**src/verilog/adc_ctrl_pkg.sv**
```systemverilog
// Register map, field layout, reset values and timing constants of the converter control
package adc_ctrl_pkg;

  // ---------------------------------------------------------------------------
  // Register indices (byte address is four times the index)
  // ---------------------------------------------------------------------------
  localparam logic [7:0] IDX_PORT_A_PINS   = 8'h05;
  localparam logic [7:0] IDX_INTR_CONTROL  = 8'h0B;
  localparam logic [7:0] IDX_PERIPH_FLAGS  = 8'h0C;
  localparam logic [7:0] IDX_CONV_RESULT   = 8'h1E;
  localparam logic [7:0] IDX_CONV_CTRL0    = 8'h1F;
  localparam logic [7:0] IDX_PORT_A_DIR    = 8'h85;
  localparam logic [7:0] IDX_PERIPH_ENABLE = 8'h8C;
  localparam logic [7:0] IDX_CONV_CTRL1    = 8'h9F;

  // ---------------------------------------------------------------------------
  // Field positions
  // ---------------------------------------------------------------------------
  localparam int CTL0_CLK_LSB  = 6;   // conv_clock_select, two bits
  localparam int CTL0_CHAN_LSB = 3;   // channel_select, three bits
  localparam int CTL0_GO       = 2;   // conversion in progress
  localparam int CTL0_POWER    = 0;   // converter_power
  localparam int FLAG_CONV     = 6;   // converter_irq_flag / converter_irq_enable
  localparam int PORT_W        = 5;   // implemented port pins
  localparam int ANALOG_W      = 4;   // pins that can be analog inputs

  // ---------------------------------------------------------------------------
  // Values after reset
  // ---------------------------------------------------------------------------
  localparam logic [7:0] CTL0_RST   = 8'h00;
  localparam logic [7:0] CTL1_RST   = 8'h00;
  localparam logic [7:0] DIR_RST    = 8'h1F;
  localparam logic [7:0] INTC_RST   = 8'h00;
  localparam logic [7:0] FLAGS_RST  = 8'h00;
  localparam logic [7:0] ENABLE_RST = 8'h00;

  // ---------------------------------------------------------------------------
  // Conversion clock half periods in system clocks; sequence timing counted in half conversion-clock periods
  // ---------------------------------------------------------------------------
  localparam logic [1:0] SEL_2TOSC   = 2'h0;
  localparam logic [1:0] SEL_8TOSC   = 2'h1;
  localparam logic [1:0] SEL_32TOSC  = 2'h2;
  localparam int         CLK_PERIOD_NS = 10;
  localparam int         RC_TAD_NS     = 4000;           // Typical internal RC period
  localparam logic [7:0] HALF_2TOSC  = 8'h01;
  localparam logic [7:0] HALF_8TOSC  = 8'h04;
  localparam logic [7:0] HALF_32TOSC = 8'h10;
  localparam logic [7:0] HALF_RC     = 8'(RC_TAD_NS / (2 * CLK_PERIOD_NS));
  localparam logic [4:0] CONV_HALVES   = 5'h13;          // 9.5 periods
  localparam logic [4:0] FIRST_RESOLVE = 5'h02;
  localparam logic [4:0] LAST_RESOLVE  = 5'h10;
  localparam logic [7:0] MSB_TRIAL     = 8'h80;
  localparam logic [3:0] CAPCOMP_ADC_TRIG = 4'hB;

  typedef enum logic [0:0] {
    ST_IDLE = 1'b0,
    ST_CONV = 1'b1
  } conv_state_t;

endpackage

```
**src/verilog/adc_conversion_control.sv**
```systemverilog
// Converter control: register slave, conversion clock, successive-approximation sequencer
// Notes on behaviour
// - Finish loads result, clears busy, sets flag
// - Result register never reset
// - Conversion lasts 9.5 conversion-clock periods
// - Clock select: 2, 8, 32 osc, RC
// - Mode 1011 trigger starts conversion, clears timer
// - Unpowered: trigger ignored, timer still cleared
// - Output pin converts its own driven level
// - Channel and direction never block conversion
// - Analog pins read zero from port
// - Digital input pins still get converted
//
// Register access over APB was chosen for this implementation.
`timescale 1ns/1ps
`default_nettype none
module adc_conversion_control
  import adc_ctrl_pkg::*;
#(
  parameter int ADDR_W = 12
) (
  input  wire logic              CLK_SYS,
  input  wire logic              RSTN,
  input  wire logic              CE,
  input  wire logic              PSEL,
  input  wire logic              PENABLE,
  input  wire logic              PWRITE,
  input  wire logic [ADDR_W-1:0] PADDR,
  input  wire logic [31:0]       PWDATA,
  output logic      [31:0]       PRDATA,
  output logic                   PREADY,
  output logic                   PSLVERR,
  input  wire logic [PORT_W-1:0] PORT_A_IN,
  output logic      [PORT_W-1:0] PORT_A_OUT,
  output logic      [PORT_W-1:0] PORT_A_OE,
  input  wire logic [3:0]        CAPCOMP_MODE,
  input  wire logic              SPECIAL_EVENT,
  input  wire logic              CMP_ABOVE,
  output logic      [2:0]        CHANNEL_SEL,
  output logic      [7:0]        DAC_CODE,
  output logic                   SAMPLE_HOLD,
  output logic                   CONV_BUSY,
  output logic                   TIMER1_CLEAR
);

  // ---------------------------------------------------------------------------
  // Register state
  // ---------------------------------------------------------------------------
  logic [1:0]          clk_sel_q;
  logic [2:0]          chan_q;
  logic                go_q, go_d;
  logic                power_q;
  logic [2:0]          port_cfg_q;
  logic [PORT_W-1:0]   latch_q;
  logic [PORT_W-1:0]   oe_q;
  logic [7:0]          intc_q;
  logic [3:0]          flags_q;        // Bit 3 is converter_irq_flag, bits 2:0 storage
  logic                flag_d;
  logic [3:0]          enable_q;
  logic [7:0]          result_q;
  logic [31:0]         prdata_q;
  logic                pready_q, pslverr_q, timer_clr_q;

  // Sequencer state
  conv_state_t st_q;
  logic [7:0]  div_q, half_q, half_sel;
  logic [4:0]  hc_q;
  logic [7:0]  sar_q, mask_q;
  logic        tick, resolve, finish, evt_start;

  // ---------------------------------------------------------------------------
  // Bus decode
  // ---------------------------------------------------------------------------
  logic [7:0]          idx;
  logic                aligned, mapped, setup_acc, done_acc, wr;
  logic [7:0]          rd_byte;
  logic [ANALOG_W-1:0] analog_mask;

  assign idx       = PADDR[9:2];
  assign aligned   = (PADDR[1:0] == 2'h0) && (PADDR[ADDR_W-1:10] == '0);
  assign setup_acc = PSEL && PENABLE && !pready_q;
  assign done_acc  = PSEL && PENABLE && pready_q;
  assign wr        = CE && done_acc && PWRITE && mapped;

  // Analog pin map; every configuration listed leaves at least the channel mux working
  always_comb begin
    case (port_cfg_q)
      3'h4, 3'h5: analog_mask = 4'h3;
      3'h6, 3'h7: analog_mask = 4'h0;
      default:    analog_mask = 4'hF;
    endcase
  end

  // Read multiplexer; analog pins read as low whatever the pin level
  always_comb begin
    mapped  = 1'b1;
    rd_byte = 8'h00;
    if (!aligned) begin
      mapped = 1'b0;
    end else begin
      case (idx)
        IDX_PORT_A_PINS:   rd_byte = {3'h0, PORT_A_IN & ~{1'b0, analog_mask}};
        IDX_INTR_CONTROL:  rd_byte = intc_q;
        IDX_PERIPH_FLAGS:  rd_byte = {1'b0, flags_q[3], 3'h0, flags_q[2:0]};
        IDX_CONV_RESULT:   rd_byte = result_q;
        IDX_CONV_CTRL0:    rd_byte = {clk_sel_q, chan_q, go_q, 1'b0, power_q};
        IDX_PORT_A_DIR:    rd_byte = {3'h0, ~oe_q};
        IDX_PERIPH_ENABLE: rd_byte = {1'b0, enable_q[3], 3'h0, enable_q[2:0]};
        IDX_CONV_CTRL1:    rd_byte = {5'h00, port_cfg_q};
        default:           mapped  = 1'b0;
      endcase
    end
  end

  // Answer one cycle into the access phase; unmapped words read zero with an error
  always_ff @(posedge CLK_SYS) begin
    if (!RSTN) begin
      pready_q  <= 1'b0;
      pslverr_q <= 1'b0;
      prdata_q  <= 32'h0000_0000;
    end else if (CE) begin
      pready_q  <= setup_acc;
      pslverr_q <= setup_acc && !mapped;
      if (setup_acc && !PWRITE) begin
        prdata_q <= {24'h00_0000, rd_byte};
      end
    end
  end

  // ---------------------------------------------------------------------------
  // Plain storage registers
  // ---------------------------------------------------------------------------
  always_ff @(posedge CLK_SYS) begin
    if (!RSTN) begin
      clk_sel_q  <= CTL0_RST[7:6];
      chan_q     <= CTL0_RST[5:3];
      power_q    <= CTL0_RST[CTL0_POWER];
      port_cfg_q <= CTL1_RST[2:0];
      latch_q    <= '0;
      oe_q       <= ~DIR_RST[PORT_W-1:0];
      intc_q     <= INTC_RST;
      enable_q   <= {ENABLE_RST[FLAG_CONV], ENABLE_RST[2:0]};
    end else if (wr) begin
      case (idx)
        IDX_CONV_CTRL0: begin
          clk_sel_q <= PWDATA[CTL0_CLK_LSB +: 2];
          chan_q    <= PWDATA[CTL0_CHAN_LSB +: 3];
          power_q   <= PWDATA[CTL0_POWER];
        end
        IDX_CONV_CTRL1:    port_cfg_q <= PWDATA[2:0];
        IDX_PORT_A_PINS:   latch_q    <= PWDATA[PORT_W-1:0];
        IDX_PORT_A_DIR:    oe_q       <= ~PWDATA[PORT_W-1:0];
        IDX_INTR_CONTROL:  intc_q     <= PWDATA[7:0];
        IDX_PERIPH_ENABLE: enable_q   <= {PWDATA[FLAG_CONV], PWDATA[2:0]};
        default: ;
      endcase
    end
  end

  // ---------------------------------------------------------------------------
  // Start bit and completion flag
  // ---------------------------------------------------------------------------
  // Old power state qualifies a software start, so a write that powers up cannot start
  assign evt_start = SPECIAL_EVENT && (CAPCOMP_MODE == CAPCOMP_ADC_TRIG) && power_q;

  always_comb begin
    go_d = go_q;
    if (finish) begin
      go_d = 1'b0;
    end
    if (wr && idx == IDX_CONV_CTRL0) begin
      go_d = PWDATA[CTL0_GO] && PWDATA[CTL0_POWER] && power_q;
    end
    if (evt_start) begin
      go_d = 1'b1;
    end
  end

  // Flag set by hardware wins over a clearing write in the same cycle
  always_comb begin
    flag_d = flags_q[3];
    if (wr && idx == IDX_PERIPH_FLAGS) begin
      flag_d = PWDATA[FLAG_CONV];
    end
    if (finish) begin
      flag_d = 1'b1;
    end
  end

  always_ff @(posedge CLK_SYS) begin
    if (!RSTN) begin
      go_q    <= CTL0_RST[CTL0_GO];
      flags_q <= {FLAGS_RST[FLAG_CONV], FLAGS_RST[2:0]};
    end else if (CE) begin
      go_q       <= go_d;
      flags_q[3] <= flag_d;
      if (wr && idx == IDX_PERIPH_FLAGS) begin
        flags_q[2:0] <= PWDATA[2:0];
      end
    end
  end

  // Timer clear follows every trigger in mode 1011, powered or not
  always_ff @(posedge CLK_SYS) begin
    if (!RSTN) begin
      timer_clr_q <= 1'b0;
    end else if (CE) begin
      timer_clr_q <= SPECIAL_EVENT && (CAPCOMP_MODE == CAPCOMP_ADC_TRIG);
    end
  end

  // ---------------------------------------------------------------------------
  // Conversion clock: one tick per half period
  // ---------------------------------------------------------------------------
  always_comb begin
    case (clk_sel_q)
      SEL_2TOSC:  half_sel = HALF_2TOSC;
      SEL_8TOSC:  half_sel = HALF_8TOSC;
      SEL_32TOSC: half_sel = HALF_32TOSC;
      default:    half_sel = HALF_RC;
    endcase
  end

  assign tick    = (st_q == ST_CONV) && (div_q == half_q - 8'h01);
  assign resolve = tick && !hc_q[0] && (hc_q >= FIRST_RESOLVE) && (hc_q <= LAST_RESOLVE);
  assign finish  = tick && (hc_q == CONV_HALVES - 5'h01);

  // ---------------------------------------------------------------------------
  // Sequencer; the period is latched at start so a mid-run select write is harmless
  // ---------------------------------------------------------------------------
  always_ff @(posedge CLK_SYS) begin
    if (!RSTN) begin
      st_q   <= ST_IDLE;
      div_q  <= 8'h00;
      half_q <= HALF_2TOSC;
      hc_q   <= 5'h00;
      sar_q  <= 8'h00;
      mask_q <= 8'h00;
    end else if (CE) begin
      case (st_q)
        ST_IDLE: begin
          div_q <= 8'h00;
          hc_q  <= 5'h00;
          if (go_q) begin
            st_q   <= ST_CONV;
            half_q <= half_sel;
            sar_q  <= MSB_TRIAL;
            mask_q <= MSB_TRIAL;
          end
        end
        ST_CONV: begin
          div_q <= tick ? 8'h00 : div_q + 8'h01;
          if (tick) begin
            hc_q <= hc_q + 5'h01;
          end
          if (resolve) begin
            sar_q  <= (CMP_ABOVE ? sar_q : (sar_q & ~mask_q)) | (mask_q >> 1);
            mask_q <= mask_q >> 1;
          end
          if (finish || !go_q) begin
            st_q <= ST_IDLE;
          end
        end
        default: st_q <= ST_IDLE;
      endcase
    end
  end

  // Result keeps its content through reset; unknown until the first conversion ends
  always_ff @(posedge CLK_SYS) begin
    if (CE && finish) begin
      result_q <= sar_q;
    end
  end

  // Marks a loaded result, so the hold check never compares unknown contents
  logic result_seen_q;
  always_ff @(posedge CLK_SYS) begin
    if (!RSTN) begin
      result_seen_q <= 1'b0;
    end else if (CE && finish) begin
      result_seen_q <= 1'b1;
    end
  end

  // Output flops; the channel mux takes the pin whatever its direction
  always_ff @(posedge CLK_SYS) begin
    if (!RSTN) begin
      CHANNEL_SEL <= 3'h0;
      SAMPLE_HOLD <= 1'b0;
    end else if (CE) begin
      CHANNEL_SEL <= chan_q;
      SAMPLE_HOLD <= (st_q == ST_CONV) || go_q;
    end
  end

  assign PRDATA       = prdata_q;
  assign PREADY       = pready_q;
  assign PSLVERR      = pslverr_q;
  assign PORT_A_OUT   = latch_q;
  assign PORT_A_OE    = oe_q;
  assign DAC_CODE     = sar_q;
  assign CONV_BUSY    = go_q;
  assign TIMER1_CLEAR = timer_clr_q;

  // ---------------------------------------------------------------------------
  // Checks
  // ---------------------------------------------------------------------------
  logic [11:0] cyc_q;
  always_ff @(posedge CLK_SYS) begin
    if (!RSTN || st_q == ST_IDLE) begin
      cyc_q <= 12'h000;
    end else if (CE) begin
      cyc_q <= cyc_q + 12'h001;
    end
  end
endmodule // adc_conversion_control
`default_nettype wire

```
**config.mk**
```make
export PLATFORM = sky130hd
export DESIGN_NAME = adc_conversion_control
export DESIGN_NICKNAME = d
export VERILOG_FILES = /design/src/verilog/adc_ctrl_pkg.sv /design/src/verilog/adc_conversion_control.sv
export SDC_FILE = /design/constraint.sdc
export NUM_CORES = 1
export LEC_CHECK = 0
export BUFFER_PORTS_ARGS = -buffer_cell sky130_fd_sc_hd__buf_2
export CORE_MARGIN = 2
export CORE_UTILIZATION = 45
export CTS_CLUSTER_DIAMETER = 120
export DETAILED_ROUTE_END_ITERATION = 12
export PLACE_DENSITY = 0.69
export SLEW_MARGIN = 20
export SYNTH_ARGS = -nofsm -noshare
export SYNTH_HDL_FRONTEND = slang
export SYNTH_SLANG_ARGS = --single-unit
```
**constraint.sdc**
```tcl
create_clock -name CLK_SYS -period 2.5 [get_ports CLK_SYS]
set_input_delay 0.5 -clock CLK_SYS [delete_from_list [all_inputs] [get_ports CLK_SYS]]
set_output_delay 0.5 -clock CLK_SYS [all_outputs]
set_load 0.005 [all_outputs]
```
==> impl_results.md, run 1 <==
* Distinct cells, synth at 76
* Cts hold-fix bufs at 0
* DP Wirelength at 8990 microns
* CTS Sinks at 93
* Initial Util at 46.0%
* Detailed Route Iter0 Violations at 312
* First-pass GRT wire length at 19300 microns
* Slowest cell on crit path: dfxtp_1
* # IOs at 119
* Largest net degree at the start of global routing at 42
* Status: completed
* Worst path max stage delay at 450 ps
* WP data required at 2770 ps
* Layout cell share with drive strength beyond 1 at 19.6%
* CTS Root Cell: clkbuf_8
* Final Wtd Congestion at 0.905
* Post-Place Cell Area at 0.00517 sq mm
* F_max at 0.427 GHz
* Ys async rst share at 0%
* Crit path DAT at 2610 ps
* Die extent in x at 107 microns
* Layout net count at 697
* Synthesized area at 0.00473 sq mm
* Number of flops mapped to enable cells by yosys at 8
* Leakage Power at 0.00207 uW
* Initial antenna violation count at 0
* CTS tree: done
* Synthesis-to-layout area growth at 13.2%
* GRT Residual Overflow at 0
* Gr usage total at 21.4%
* Die H at 107 microns
* Max-cap violations at 0
* Row cnt at 37
* Ys flop type: dfxtp_1
* Crit. End Element: flip-flop
* Die footprint at 0.0114 sq mm
* Final hold vios at 0
* Post-synthesis sequential area ratio at 41.0%
* PortBufs at 70
* Power Density at 488 mW/mm^2
* Via-per-instance ratio at 5.65
* Tightest Pin Transition at 751 ps
* Drt pass-1 iters at 5
* Vias in the first global route at 3973
* Post-route minimum period at 2340 ps
* Kind of critical path: flip-flop to flip-flop
* Filler instances at 989
* Clock transition at path regs at 100 ps
* # Post-CTS Setup Buffers at 0
* Post-cts resize count at 0
* Syn avg cell area at 8.36 sq um
* Clock skew at 7.82 ps
* Post-synthesis register bit count at 93
* Worst-skew pair later-pin latency at 360 ps
* Num CTS Buffers at 9
* Hold Path Class: primary input to flip-flop
* Setup tns final at 0 ps
* Cell count after synthesis at 566
* Htree depth at 3
* RSZ-0062 raised after global routing: false
* Setup crit start kind: flip-flop
* Inserted Diodes at 0
* Number of setup violations in the final report at 0
* Max FO, Critical Path at 21
* Avg WL per Cell at 15.8 microns
* Relative slew margins at 49.7%
* Via count at 4369
* Yosys warning count at 0
* Period utilization at 93.6%
* Slew Limit Fails at 0
* Core region area at 0.0103 sq mm
* Buf/Inv on CP at 2
* Residual DRC count at 0
* Peak VDD IR at 0.221 mV
* Clock Tree Buf Depth at 2
* CP top delay family: compound AO/OA/AOI/OAI gates
* CP Cell Sequence: inv_1 -> ha_1 -> and3_1 -> or3_1 -> o211ai_1 -> buf_6 -> o21ai_1 -> a211oi_1
* Post-layout instance area at 0.00536 sq mm
* Antenna violation net count after detailed routing at 0
* Detailed Route WL at 12200 microns
[worst min-delay path: stages]
cell and delay, ps:
buf_2 110, nand2_1 50, a21oi_1 50
[kinds of logic after synthesis]
family	count (synthesis)	share of synthesized area (%)
fa+ha+maj	4	1.06
simple gates	244	27.0
mux	11	2.35
other cells	1	0.0792
buf+inv	71	8.01
xor+xnor	10	1.85
flops	93	41.0
compound gates	132	18.6
[cell usage in the layout, fill, tap and decap left out, types with 3 or more instances in the layout]
master,instances
a21oi_1,46
a22oi_1,5
nand2_1,89
nor3b_1,7
buf_2,70
clkbuf_8,9
nand4b_1,3
nand2b_1,6
and3_1,10
o2bb2ai_1,3
o211ai_1,11
nand3b_1,6
edfxtp_1,8
buf_4,21
conb_1,24
ha_1,4
a31oi_1,8
mux2i_1,10
inv_1,10
o21ai_0,14
xnor2_1,6
and2_1,4
a211oi_1,8
or4_1,4
xor2_1,4
nor2b_1,3
nor3_1,21
nand4_1,5
or3_1,4
a22o_1,7
o311ai_0,3
nor2_1,27
o22ai_1,4
and4_1,3
dfxtp_1,85
nand3_1,29
[where the power goes]
group | total, uW | switching, uW | leakage [uW] | internal [uW]
Sequential | 1500 | 1.47 | 0.000771 | 1500
Combinational | 141 | 95.7 | 0.00121 | 45.2
Clock | 974 | 588 | 0.0000943 | 386
Total | 2620 | 685 | 0.00207 | 1930
[sequential cells by signal, summed over array words and instances (netlist names), 2 cells and up]
| name | cells |
|---|---|
| DAC_CODE | 8 |
| PRDATA | 8 |
| div_q | 8 |
| intc_q | 8 |
| mask_q | 8 |
| result_q | 8 |
| PORT_A_OE | 5 |
| PORT_A_OUT | 5 |
| hc_q | 5 |
| enable_q | 4 |
| flags_q | 4 |
| half_q | 4 |
| CHANNEL_SEL | 3 |
| chan_q | 3 |
| port_cfg_q | 3 |
| clk_sel_q | 2 |
[per-stage QoR]
| stage | util, % | setup WS, ps | hold WS, ps | instances | power, uW |
|---|---|---|---|---|---|
| 3_5_place_dp | 50.3 | 135 | 441 | 757 | 1670 |
| 2_1_floorplan | - | 308 | 427 | 589 | 1640 |
| 5_1_grt | 52.1 | 0.0293 | 405 | 773 | 2710 |
| 4_1_cts | 52.1 | 106 | 379 | 773 | 2630 |
| 6_report | 52.1 | 160 | 393 | 773 | 2620 |
| 3_3_place_gp | 50.3 | 186 | 436 | 757 | 1670 |
[cells in the mapped netlist, types with 5 or more instances]
library cell	instances	share of area (%)
nand4_1	5	0.66
a22oi_1	5	0.79
mux2i_1	10	2.1
dfxtp_1	85	36
inv_1	10	0.79
nand2_1	89	7.1
a21oi_1	46	4.9
and3_1	10	1.3
a22o_1	7	1.3
edfxtp_1	8	5.1
buf_2	6	0.63
a211oi_1	8	1.3
o21ai_0	14	1.5
xnor2_1	6	1.1
nand3b_1	6	0.95
nor2_1	27	2.1
nand2b_1	6	0.79
o211ai_1	11	1.7
nor3_1	21	2.2
a31oi_1	8	1.1
nand3_1	29	3.1
buf_4	24	3.8
nor3b_1	7	1.1
clkbuf_1	26	2.1
[per-layer routing]
layer	share of wire, %	wire, microns	track usage [%]
met5	0	0	0
met4	2.1	255	8.63
met2	50	6110	37.3
met1	43	5230	26.7
met3	5.1	624	2.70
[final timing paths]
path / to / from / slack, ps / depth (start not counted)
max reg2reg: div_q[4] / half_q[0] / 160 / 8
min reg2reg: PORT_A_OUT[3] / PORT_A_OUT[3] / 450 / 2
max: div_q[4] / half_q[0] / 160 / 8
min: intc_q[5] / PWDATA[5] / 390 / 3
[area by class of cell]
class / instances / area [sq um] / area share, %
Clock buffer: 9 / 124 / 2.31
Clock inverter: 7 / 65.1 / 1.21
Inverter: 11 / 41.3 / 0.770
Multi-Input combinational cell: 425 / 2500 / 46.6
Sequential cell: 93 / 1940 / 36.2
Tap cell: 136 / 170 / 3.18
Timing Repair Buffer: 92 / 519 / 9.69
Note: power is estimated with default switching activity, not from simulation.
==> run 2, diff against run 1 <==
--- a/config.mk
+++ b/config.mk
@@ -5,12 +5,13 @@
 export SDC_FILE = /design/constraint.sdc
 export NUM_CORES = 1
 export LEC_CHECK = 0
+export ABC_AREA = 1
 export BUFFER_PORTS_ARGS = -buffer_cell sky130_fd_sc_hd__buf_2
 export CORE_MARGIN = 2
 export CORE_UTILIZATION = 45
 export CTS_CLUSTER_DIAMETER = 120
 export DETAILED_ROUTE_END_ITERATION = 12
-export PLACE_DENSITY = 0.69
+export PLACE_DENSITY = 0.7
 export SLEW_MARGIN = 20
 export SYNTH_ARGS = -nofsm -noshare
 export SYNTH_HDL_FRONTEND = slang
==> run 2 against run 1 <==
Via count decreased by 5.4%; power increased by 1.7%; sequential cell count unchanged; critical path depth increased by 1; design area decreased by 5.2%; synthesized area decreased by 6.1%; synthesized cell count increased by 9.0%.
==> impl_results.md, run 2 <==
* Syn avg cell area at 7.20 sq um
* Tightest Pin Transition at 623 ps
* Die H at 103 microns
* Post-synthesis sequential area ratio at 43.7%
* Htree depth at 3
* WP data required at 2580 ps
* Largest net degree at the start of global routing at 48
* GRT Residual Overflow at 0
* Detailed Route WL at 10800 microns
* Via count at 4131
* Initial antenna violation count at 0
* Worst-skew pair later-pin latency at 370 ps
* Setup tns final at 0 ps
* CP startpoint: half_q[0]
* Synthesis-to-layout area growth at 14.3%
* Inserted Diodes at 0
* Gr usage total at 20.8%
* Post-synthesis register bit count at 93
* Final Wtd Congestion at 0.893
* Hold Path Class: primary input to flip-flop
* Row cnt at 36
* Drt pass-1 iters at 4
* CP Cell Sequence: inv_1 -> ha_1 -> or2_2 -> nand3_1 -> nand3_1 -> nor2_1 -> nand4_1 -> nor2_1 -> buf_4
* Min-delay src: CE
* Slowest cell on crit path: dfxtp_1
* Number of flops mapped to enable cells by yosys at 8
* Placed insts at 815
* Reg2reg end: result_q[7]
* F_max at 0.451 GHz
* Number of setup violations in the final report at 0
* Vias in the first global route at 3697
* Worst path max stage delay at 370 ps
* Post-route minimum period at 2220 ps
* Synthesized area at 0.00444 sq mm
* # IOs at 119
* Reg2reg setup slack at 280 ps
* Clock skew at 11.0 ps
* Crit path DAT at 2300 ps
* Tot Pwr at 2660 uW
* Residual DRC count at 0
* Kind of critical path: flip-flop to flip-flop
* Max FO, Critical Path at 9
* Cts hold-fix bufs at 0
* Final Non-Filler Cells at 831
* Die footprint at 0.0107 sq mm
* Layout net count at 758
* Power Density at 524 mW/mm^2
* Commonest non-fill, non-tap cell in the layout: nand2_1
* Antenna violation net count after detailed routing at 0
* Worst setup path endpoint: result_q[7]
* Ys async rst share at 0%
* Via-per-instance ratio at 4.97
* Period utilization at 88.8%
* Clock transition at path regs at 90 ps
* CTS Root Cell: clkbuf_8
* Critical R2R Launch: half_q[0]
* Yosys warning count at 0
* Relative slew margins at 58.3%
* First-pass GRT wire length at 17400 microns
* Max-cap violations at 0
* Final hold vios at 0
* # Post-CTS Setup Buffers at 0
* Initial Util at 45.9%
* RSZ-0062 raised after global routing: false
* Crit. End Element: flip-flop
* Reg2reg path depth at 9
* Detailed Route Iter0 Violations at 181
* Setup crit start kind: flip-flop
* Layout cell share with drive strength beyond 1 at 14.9%
* CTS tree: done
* Ys flop type: dfxtp_1
* Yosys top cell area share at 38.3%
* PortBufs at 70
* Slew Limit Fails at 0
* Cell count after synthesis at 617
* Leakage Power at 0.00216 uW
* DP Wirelength at 7970 microns
* Distinct cells, synth at 32
* Synth cell count leaders: nand2_1, dfxtp_1, a21oi_1, inv_1, nor2_1
* CTS Sinks at 93
* Top cells by area, synth: dfxtp_1, nand2_1, a21oi_1
* Clock Tree Buf Depth at 2
* Status: completed
* Avg WL per Cell at 13.0 microns
* Filler instances at 937
* Largest area contributor in the netlist: dfxtp_1
* Num CTS Buffers at 9
* Post-cts resize count at 0
* Core region area at 0.00968 sq mm
* Die extent in x at 103 microns
* Commonest cells after routing, fill and taps aside: nand2_1, dfxtp_1, a21oi_1
* Cell with the most instances after synthesis: nand2_1
* Peak VDD IR at 0.379 mV
-- run 2: cell count changes after synthesis, sizes merged, moves of 9 or more --
| cell | change |
|---|---|
| nor2 | +45 |
| and3 | -10 |
| clkbuf | -17 |
| o21ai | +29 |
| nand2 | +30 |
| o211ai | -9 |
| mux2i | -10 |
| a21oi | +34 |
| nand3 | +18 |
| nor3 | -20 |
| inv | +64 |
-- run 2: area by class of cell --
| cell class | instances | area (sq um) | area share [%] |
|---|---|---|---|
| clock inverters | 7 | 73.8 | 1.45 |
| repair buffers | 81 | 433 | 8.52 |
| flip-flops and latches | 93 | 1940 | 38.2 |
| multi-input cells | 433 | 2060 | 40.5 |
| inverters | 75 | 282 | 5.54 |
| well taps | 133 | 166 | 3.28 |
| clock buffers | 9 | 124 | 2.44 |
-- run 2: logic make-up after synthesis --
family / Yosys count / synth area share (%)
flops: 93 / 43.7
fa+ha+maj: 4 / 1.13
other cells: 1 / 0.0844
simple gates: 255 / 24.4
buf+inv: 114 / 11.9
xor+xnor: 9 / 1.77
compound gates: 141 / 17.0
-- run 2: per-stage QoR --
step	utilization (%)	hold WS [ps]	cell area [sq um]	setup WS, ps
after floorplan	-	424	4530	393
after global placement	50.4	433	4880	331
after detailed placement	50.4	438	4880	234
after CTS	52.5	394	5080	286
after global routing	52.5	423	5080	60.8
final	52.5	406	5080	281
-- run 2: worst min-delay path by stage --
stage,end,cells past startpoint
2_1_floorplan,enable_q[3],2
3_3_place_gp,intc_q[1],2
3_5_place_dp,enable_q[3],2
4_1_cts,SAMPLE_HOLD,2
5_1_grt,SAMPLE_HOLD,2
6_report,SAMPLE_HOLD,2
-- run 2: layer usage --
layer | share of wire, % | vias up | track usage, %
met5 | 0 | - | 0
met4 | 1.2 | 0 | 5.47
met3 | 5.9 | 10 | 3.49
met2 | 48 | 114 | 34.8
met1 | 45 | 1891 | 28.0
li1 | - | 2116 | -
-- run 2: power breakdown --
group | leakage, uW | switching, uW | internal, uW
Combinational | 0.00130 | 90.8 | 43.4
Clock | 0.000100 | 550 | 467
Sequential | 0.000760 | 4.28 | 1500
-- run 2: critical path, delay by kind of cell (launching register included) --
kind,cells,cell delay (ps)
buf+inv,2,280
flops,1,370
simple gates,6,1050
fa+ha+maj,1,230
